--- config.mk ---
export PLATFORM = sky130hd
export DESIGN_NAME = fpia_top
export DESIGN_NICKNAME = d
export VERILOG_FILES = /design/src/fpia_pkg.sv /design/src/fpia_top.sv /design/src/fpia_pin_cond.sv
export SDC_FILE = /design/constraint.sdc
export NUM_CORES = 1
export LEC_CHECK = 0
export BUFFER_PORTS_ARGS = -buffer_cell sky130_fd_sc_hd__buf_2
export CAP_MARGIN = 25
export CORE_UTILIZATION = 45
export CTS_CLUSTER_SIZE = 10
export DETAILED_ROUTE_END_ITERATION = 16
export PLACE_DENSITY = 0.67
export SETUP_SLACK_MARGIN = 0.15
export SYNTH_ARGS = -nofsm -noshare
export SYNTH_HDL_FRONTEND = slang
export SYNTH_SLANG_ARGS = --single-unit
--- constraint.sdc ---
create_clock -name hclk -period 4.1 [get_ports hclk]
set_clock_uncertainty 0.05 [all_clocks]
set_input_delay 0.41 -clock hclk [delete_from_list [all_inputs] [get_ports hclk]]
set_output_delay 0.41 -clock hclk [all_outputs]
set_load 0.05 [all_outputs]
--- src/fpia_pkg.sv ---
// package: register map, field layout and shared types of the flash pin irq aggregator
package fpia_pkg;

  ////////////////////////////////////////////////////////////////////////////////
  // sizes
  localparam int FPIA_NUM_PINS      = 6;
  localparam int FPIA_BITS_PER_PIN  = 4;
  localparam int FPIA_IRQ_BITS      = 24;
  localparam int FPIA_OVR_BITS      = 12;

  ////////////////////////////////////////////////////////////////////////////////
  // register byte offsets
  localparam logic [7:0] FPIA_RAW_OFS    = 8'h30;
  localparam logic [7:0] FPIA_EN_OFS     = 8'h34;
  localparam logic [7:0] FPIA_FORCE_OFS  = 8'h38;
  localparam logic [7:0] FPIA_STATUS_OFS = 8'h3c;
  localparam logic [7:0] FPIA_OVR_OFS    = 8'h58;
  localparam logic [7:0] FPIA_LEVEL_OFS  = 8'h5c;

  ////////////////////////////////////////////////////////////////////////////////
  // field positions inside one pin's group of four
  localparam int FPIA_LVL_LOW_BIT  = 0;
  localparam int FPIA_LVL_HIGH_BIT = 1;
  localparam int FPIA_FALL_BIT     = 2;
  localparam int FPIA_RISE_BIT     = 3;

  // pin order inside the raw word
  localparam int FPIA_PIN_SCLK = 0;
  localparam int FPIA_PIN_SS   = 1;
  localparam int FPIA_PIN_D0   = 2;
  localparam int FPIA_PIN_D3   = 5;

  // level readback: post-override levels sit above the raw pins
  localparam int FPIA_LEVEL_POST_LSB = 8;

  ////////////////////////////////////////////////////////////////////////////////
  // reset values
  localparam logic [FPIA_IRQ_BITS-1:0] FPIA_EN_RST    = 24'h000000;
  localparam logic [FPIA_IRQ_BITS-1:0] FPIA_FORCE_RST = 24'h000000;
  localparam logic [FPIA_OVR_BITS-1:0] FPIA_OVR_RST   = 12'h000;

  // bus
  localparam logic [1:0] FPIA_HTRANS_NONSEQ = 2'h2;
  localparam logic [1:0] FPIA_HRESP_OKAY    = 2'h0;

  ////////////////////////////////////////////////////////////////////////////////
  // types
  typedef enum logic [1:0] {
    FPIA_OVR_PASS,
    FPIA_OVR_INVERT,
    FPIA_OVR_LOW,
    FPIA_OVR_HIGH
  } fpia_ovr_t;

  typedef struct packed {
    logic rise;
    logic fall;
    logic lvl_high;
    logic lvl_low;
  } fpia_pin_flags_t;

  typedef struct packed {
    logic       fall;
    logic       rise;
  } fpia_pin_clr_t;

endpackage

--- src/fpia_top.sv ---
// module: flash pin irq aggregator with ahb-lite register slave
//
// Behaviour
// - 24 irq bits per word; bits 31:24 read zero and ignore writes.
// - four bits per pin: level low, level high, fall, rise; sclk, ss, d0..d3.
// - transition flags latch on their edge; writing one to the bit clears it.
// - level flags are read-only and follow the present pin condition.
// - first core enable mask: 24 bits, read/write, resets to zero.
// - first core force word: 24 bits, read/write, reset zero, forces status.
// - masked status is raw and enable, or force; read-only.
// - raw flags take the pin condition after its override select.
//
// The AHB-Lite register port was decided locally.
module fpia_top
  import fpia_pkg::*;
#(
  parameter int NUM_PINS = FPIA_NUM_PINS
)
(
  // clock and reset
  input  wire logic                   hclk,
  input  wire logic                   hresetn,
  // ahb-lite slave
  input  wire logic                   hsel,
  input  wire logic [31:0]            haddr,
  input  wire logic [1:0]             htrans,
  input  wire logic                   hwrite,
  input  wire logic [2:0]             hsize,
  input  wire logic [31:0]            hwdata,
  input  wire logic                   hready,
  output logic                        hreadyout,
  output logic [31:0]                 hrdata,
  output logic [1:0]                  hresp,
  // flash interface pins: sclk, ss, data_line_0 .. data_line_3
  input  wire logic [NUM_PINS-1:0]    pin_level,
  // interrupt to the first core
  output logic                        irq_first_core
);

  localparam int IRQ_BITS = NUM_PINS * FPIA_BITS_PER_PIN;
  localparam int OVR_BITS = NUM_PINS * 2;

  ////////////////////////////////////////////////////////////////////////////////
  // state
  logic [IRQ_BITS-1:0] en_q;
  logic [IRQ_BITS-1:0] force_q;
  logic [OVR_BITS-1:0] ovr_q;
  logic [31:0]         hrdata_q;
  logic                hready_q;
  logic                irq_q;
  logic                wr_pend_q;
  logic                rd_pend_q;
  logic [7:0]          addr_q;

  ////////////////////////////////////////////////////////////////////////////////
  // per-pin conditions
  fpia_pin_flags_t [NUM_PINS-1:0] pin_flags;
  fpia_pin_clr_t   [NUM_PINS-1:0] pin_clr;
  logic [NUM_PINS-1:0]            post_ovr;
  logic [IRQ_BITS-1:0]            raw_flags;
  logic [IRQ_BITS-1:0]            raw_clr;
  logic [IRQ_BITS-1:0]            masked;

  ////////////////////////////////////////////////////////////////////////////////
  // bus decode
  logic        addr_phase;
  logic        rd_req;
  logic        wr_req;
  logic        wr_raw;
  logic        wr_en;
  logic        wr_force;
  logic        wr_ovr;
  logic [31:0] rd_mux;
  logic [31:0] wdata_word;

  // a transfer is taken only on a nonseq with the bus ready, whatever its hsize
  assign addr_phase = hsel & hready & (htrans == FPIA_HTRANS_NONSEQ);
  assign rd_req     = addr_phase & ~hwrite;
  assign wr_req     = addr_phase & hwrite;

  // writes take effect at the end of their data phase
  assign wdata_word = hwdata;
  assign wr_raw     = wr_pend_q & (addr_q == FPIA_RAW_OFS);
  assign wr_en      = wr_pend_q & (addr_q == FPIA_EN_OFS);
  assign wr_force   = wr_pend_q & (addr_q == FPIA_FORCE_OFS);
  assign wr_ovr     = wr_pend_q & (addr_q == FPIA_OVR_OFS);

  ////////////////////////////////////////////////////////////////////////////////
  // pin instances, one group of four raw bits each
  genvar gi;
  generate
    for (gi = 0; gi < NUM_PINS; gi++) begin : g_pin
      fpia_pin_cond u_pin (
        .hclk                (hclk),
        .hresetn             (hresetn),
        .pin_level           (pin_level[gi]),
        .irq_override_select (fpia_ovr_t'(ovr_q[2*gi +: 2])),
        .clr                 (pin_clr[gi]),
        .flags               (pin_flags[gi]),
        .post_override_irq   (post_ovr[gi])
      );

      // write-one-to-clear, transition bits only
      assign pin_clr[gi].fall = raw_clr[FPIA_BITS_PER_PIN*gi + FPIA_FALL_BIT];
      assign pin_clr[gi].rise = raw_clr[FPIA_BITS_PER_PIN*gi + FPIA_RISE_BIT];

      // pins stack upward from sclk at bits 3:0
      assign raw_flags[FPIA_BITS_PER_PIN*gi +: FPIA_BITS_PER_PIN] = pin_flags[gi];
    end
  endgenerate

  // level bits get no clear path, so writes to them do nothing
  assign raw_clr = wr_raw ? wdata_word[IRQ_BITS-1:0] : '0;

  ////////////////////////////////////////////////////////////////////////////////
  // masking and forcing for the first core
  assign masked = (raw_flags & en_q) | force_q;

  ////////////////////////////////////////////////////////////////////////////////
  // read data; unmapped and reserved bits read zero
  assign rd_mux =
    (addr_q == FPIA_RAW_OFS)    ? {{(32-IRQ_BITS){1'b0}}, raw_flags} :
    (addr_q == FPIA_EN_OFS)     ? {{(32-IRQ_BITS){1'b0}}, en_q}      :
    (addr_q == FPIA_FORCE_OFS)  ? {{(32-IRQ_BITS){1'b0}}, force_q}   :
    (addr_q == FPIA_STATUS_OFS) ? {{(32-IRQ_BITS){1'b0}}, masked}    :
    (addr_q == FPIA_OVR_OFS)    ? {{(32-OVR_BITS){1'b0}}, ovr_q}     :
    (addr_q == FPIA_LEVEL_OFS)  ? {{(32-FPIA_LEVEL_POST_LSB-NUM_PINS){1'b0}}, post_ovr,
                                   {(FPIA_LEVEL_POST_LSB-NUM_PINS){1'b0}}, pin_level} :
                                  32'h00000000;

  ////////////////////////////////////////////////////////////////////////////////
  // bus phase tracking
  // reads take one wait state so the data phase sees any write just before it
  always_ff @(posedge hclk or negedge hresetn) begin
    if (!hresetn) begin
      addr_q    <= 8'h00;
      wr_pend_q <= 1'b0;
      rd_pend_q <= 1'b0;
      hready_q  <= 1'b1;
    end else begin
      if (addr_phase) begin
        addr_q <= {haddr[7:2], 2'h0};
      end
      wr_pend_q <= wr_req;
      rd_pend_q <= rd_req;
      hready_q  <= ~rd_req;
    end
  end

  always_ff @(posedge hclk or negedge hresetn) begin
    if (!hresetn) begin
      hrdata_q <= 32'h00000000;
    end else if (rd_pend_q) begin
      hrdata_q <= rd_mux;
    end
  end

  ////////////////////////////////////////////////////////////////////////////////
  // software registers
  always_ff @(posedge hclk or negedge hresetn) begin
    if (!hresetn) begin
      en_q <= FPIA_EN_RST;
    end else if (wr_en) begin
      en_q <= wdata_word[IRQ_BITS-1:0];
    end
  end

  always_ff @(posedge hclk or negedge hresetn) begin
    if (!hresetn) begin
      force_q <= FPIA_FORCE_RST;
    end else if (wr_force) begin
      force_q <= wdata_word[IRQ_BITS-1:0];
    end
  end

  always_ff @(posedge hclk or negedge hresetn) begin
    if (!hresetn) begin
      ovr_q <= FPIA_OVR_RST;
    end else if (wr_ovr) begin
      ovr_q <= wdata_word[OVR_BITS-1:0];
    end
  end

  ////////////////////////////////////////////////////////////////////////////////
  // interrupt to the core, registered so it is glitch free
  always_ff @(posedge hclk or negedge hresetn) begin
    if (!hresetn) begin
      irq_q <= 1'b0;
    end else begin
      irq_q <= |masked;
    end
  end

  ////////////////////////////////////////////////////////////////////////////////
  // outputs
  assign hreadyout      = hready_q;
  assign hrdata         = hrdata_q;
  assign hresp          = FPIA_HRESP_OKAY;
  assign irq_first_core = irq_q;

endmodule

--- src/fpia_pin_cond.sv ---
// module: one pin's override, level flags and latched transition flags
module fpia_pin_cond
  import fpia_pkg::*;
(
  // clock and reset
  input  wire logic       hclk,
  input  wire logic       hresetn,
  // pin side
  input  wire logic       pin_level,
  input  wire fpia_ovr_t  irq_override_select,
  // software clear of latched transitions, one-cycle pulses
  input  wire fpia_pin_clr_t clr,
  // results
  output fpia_pin_flags_t flags,
  output logic            post_override_irq
);

  logic       ovr_level;
  logic       lvl_q;
  logic       prev_q;
  logic [1:0] vld_q;
  logic       fall_q;
  logic       rise_q;
  logic       fall_set;
  logic       rise_set;

  always_comb begin
    case (irq_override_select)
      FPIA_OVR_PASS:   ovr_level = pin_level;
      FPIA_OVR_INVERT: ovr_level = ~pin_level;
      FPIA_OVR_LOW:    ovr_level = 1'b0;
      default:         ovr_level = 1'b1;
    endcase
  end

  // no edge is judged until both samples are real, so reset cannot fake one
  assign fall_set = vld_q[1] & prev_q & ~lvl_q;
  assign rise_set = vld_q[1] & ~prev_q & lvl_q;

  always_ff @(posedge hclk or negedge hresetn) begin
    if (!hresetn) begin
      lvl_q  <= 1'b0;
      prev_q <= 1'b0;
      vld_q  <= 2'h0;
      fall_q <= 1'b0;
      rise_q <= 1'b0;
    end else begin
      lvl_q  <= ovr_level;
      prev_q <= lvl_q;
      vld_q  <= {vld_q[0], 1'b1};
      // set wins over a clear in the same cycle
      fall_q <= fall_set | (fall_q & ~clr.fall);
      rise_q <= rise_set | (rise_q & ~clr.rise);
    end
  end

  assign flags.rise        = rise_q;
  assign flags.fall        = fall_q;
  assign flags.lvl_high    = vld_q[0] & lvl_q;
  assign flags.lvl_low     = vld_q[0] & ~lvl_q;
  assign post_override_irq = lvl_q;

endmodule

==> flow_summary.json <==
{
  "dp_worst_setup_slack_ns": 1.54,
  "grt_max_degree": 60,
  "grt_pass1_vias": 4394,
  "dpl.hpwl_um": 10100,
  "crit_buf_inv": 1,
  "cts-htree-levels": 4,
  "setup_viol": 0,
  "ys_seq_area_share_pct": 50.2,
  "r2r_start": "addr_q[6]",
  "cts_sinks": 120,
  "status": "complete, no violations",
  "rrSetupSlack_ns": 1.49,
  "ioPinCount": 116,
  "maxSlewHeadroom_pct": 38.6,
  "die_x_um": 117,
  "p_leak_nw": 3.19,
  "start_util_pct": 46.8,
  "synth_common_cells": "dfrtp_1 (119), nand2_1 (44), mux2_2 (38), mux2_4 (30), inv_1 (22)",
  "min_period_ns": 2.61,
  "dr.pass1.iters": 5,
  "synth_flop_cell": "dfrtp_1",
  "async_flop_share_pct": 100,
  "drive_gt1_share_pct": 31.5,
  "netlist_area_sq_um": 5980,
  "rsz0062_at_grt": "false",
  "end_kind": "register",
  "holdBufCountCts": 0,
  "clkTransAtPathRegs_ns": 0.06,
  "routed_wl_um": 15300,
  "overflow": 0,
  "max_freq_mhz": 382,
  "slew_violations": 0,
  "crit_chain": "nand4bb_4, nor2_4, and3_1, buf_4, mux2_2",
  "n_antenna_cell": 0,
  "hold_viol": 0,
  "num_rows": 41,
  "die_h_um": 117,
  "tns_ns": 0,
  "syn_avg_cell_area_sq_um": 11.7,
  "synth_largest_area_cell": "dfrtp_1",
  "grt_pass1_wl_um": 24300,
  "fin_crit_sh_pct": 63.8,
  "dr.first_iter.drc_count": 440,
  "nFillCells": 1103,
  "place.gp.congestion": 0.834,
  "final_area_sq_um": 6950,
  "required_ns": 4.34,
  "via_per_inst": 5.86,
  "r2r_cells": 5,
  "track_usage_pct": 24.0,
  "worst-setup-path-type": "reg2reg",
  "final_antenna_net_count": 0,
  "io_buffers": 68,
  "max_cap_viol_count": 0,
  "clock_latency_ns": 0.41,
  "cp_max_fo": 20,
  "setup_ws_ns": 1.49,
  "synth_edf_count": 0,
  "synth_top_area_share_pct": 49.8,
  "cp_slowest_cell": "nor2_4",
  "timing.rr.end": "en_q[20]",
  "cts.repair.resized": 0,
  "powerDensity_nw_per_um2": 497,
  "final_nets": 651,
  "cts_tree": "done",
  "crit_path_start_kind": "register",
  "clockBufferDepth": 2,
  "place_area_sq_um": 6360,
  "arrival_ns": 2.85,
  "cp_top_family": "simple AND/OR/NAND/NOR gates",
  "ir_worst_vdd_mv": 0.302,
  "ys_warn_count": 0,
  "die_area_sq_um": 13800,
  "via_count": 4430,
  "worstMarginPinSlew_ns": 0.920,
  "synth.area.top_cells": "dfrtp_1 (50%), mux2_4 (7.5%), mux2_2 (7.2%), nand2_1 (2.8%), mux2_1 (2.6%)",
  "post_cts_buffers": 0,
  "crit_path_max_incr_delay_ns": 0.61,
  "synth.distinct_cells": 56,
  "drcViolationCount": 0,
  "root_buffer": "clkbuf_16",
  "cts_buffers": 17,
  "ys_seq_elements": 120,
  "synth_cells": 510,
  "area_delta_synth_final_pct": 16.2,
  "yosysMostFrequentCell": "dfrtp_1",
  "routedWlPerCell_um": 20.2,
  "core_area_sq_um": 12800,
  "antenna_found_initial": 0,
  "hold_class": "in2async"
}
==> worst reg2reg max path, cell delays in order (launching register included) <==
cell	delay, ns
dfrtp_1	0.42
nand4bb_4	0.51
nor2_4	0.61
and3_1	0.27
buf_4	0.27
mux2_2	0.37
==> cells in the final DEF, fill, tap and decap left out, types with 6 or more instances in the layout <==
cell type and count:
nand2b_1 13, nor2b_1 6, a22oi_1 7, mux2i_1 8, o22ai_1 7, nand4_1 6
a31oi_1 19, nand2_1 44, inv_1 22, clkbuf_16 17, nand3_1 17, dfrtp_1 118
nor2_1 12, mux2_1 14, xnor2_1 6, conb_1 11, o2bb2ai_1 8, o21ai_0 12
clkinv_2 7, mux2_4 30, a21oi_1 16, mux2_2 38, buf_2 67, o221ai_1 9
buf_4 8
==> logic make-up (layout without fill, tap and decap cells) <==
kind of cell	Yosys count	count (layout)	share of synthesized area [%]
other	2	11	0.126
muxes	90	90	18.7
xor gates and xnor gates	6	6	0.879
AOI/OAI and AO/OA	105	105	12.5
DFF	120	120	50.2
buffers and inverters	64	129	5.86
and+or+nand+nor	123	123	11.8
==> sequential cells by signal, indices dropped and copies added (netlist names) <==
signal / count
force_q: 24
g_pin.u_pin.post_override_irq: 6
g_pin.u_pin.vld_q: 2
g_pin.u_pin.rise_q: 6
ovr_q: 12
wr_pend_q: 1
rd_pend_q: 1
hrdata: 24
g_pin.u_pin.fall_q: 6
irq_first_core: 1
g_pin.u_pin.prev_q: 6
hreadyout: 1
addr_q: 6
en_q: 24
==> metal layers <==
metal  up-vias  track usage, %  share of wire, %
met1      2222            32.5                43
met3        27            5.97               8.1
met2       215            37.3                47
met4         0            9.28               1.8
li1       1966               -                 -
met5         -               0                 0
==> worst max-delay path by stage <==
stage                     startpoint        to  cells past startpoint
final                      addr_q[6]  en_q[20]                      5
after global placement     addr_q[3]  ovr_q[4]                      4
after global routing       addr_q[3]  ovr_q[2]                      4
after CTS                  addr_q[6]  en_q[20]                      5
after detailed placement   addr_q[6]  en_q[20]                      5
after floorplan            addr_q[6]  en_q[16]                      6
==> power by group <==
group          total (mW)  switching [mW]  internal [mW]
logic               0.552           0.340          0.211
registers            1.40           0.130           1.27
clock network        1.50           0.518          0.980
total                3.45           0.988           2.46
==> metrics by stage <==
stage                     util (%)  std cells  total power [mW]  hold WS (ns)
after detailed placement      49.8        724              1.97         0.381
final                         54.4        756              3.45        0.0243
after CTS                     54.4        756              3.46        0.0518
after floorplan                  -        519              1.80        0.0644
after global routing          54.4        756              3.58        0.0888
after global placement        49.8        724              1.96         0.371
==> final cells by class <==
cell class / count / area (sq um) / share of cell area [%]
clock buffer: 22 / 464 / 6.68
clock inverter: 10 / 125 / 1.80
inverter: 22 / 82.6 / 1.19
multi-input combinational: 335 / 2660 / 38.3
sequential: 120 / 3010 / 43.3
tap: 172 / 215 / 3.10
timing repair buffer: 75 / 395 / 5.69
(Power assumes the default switching activity.)
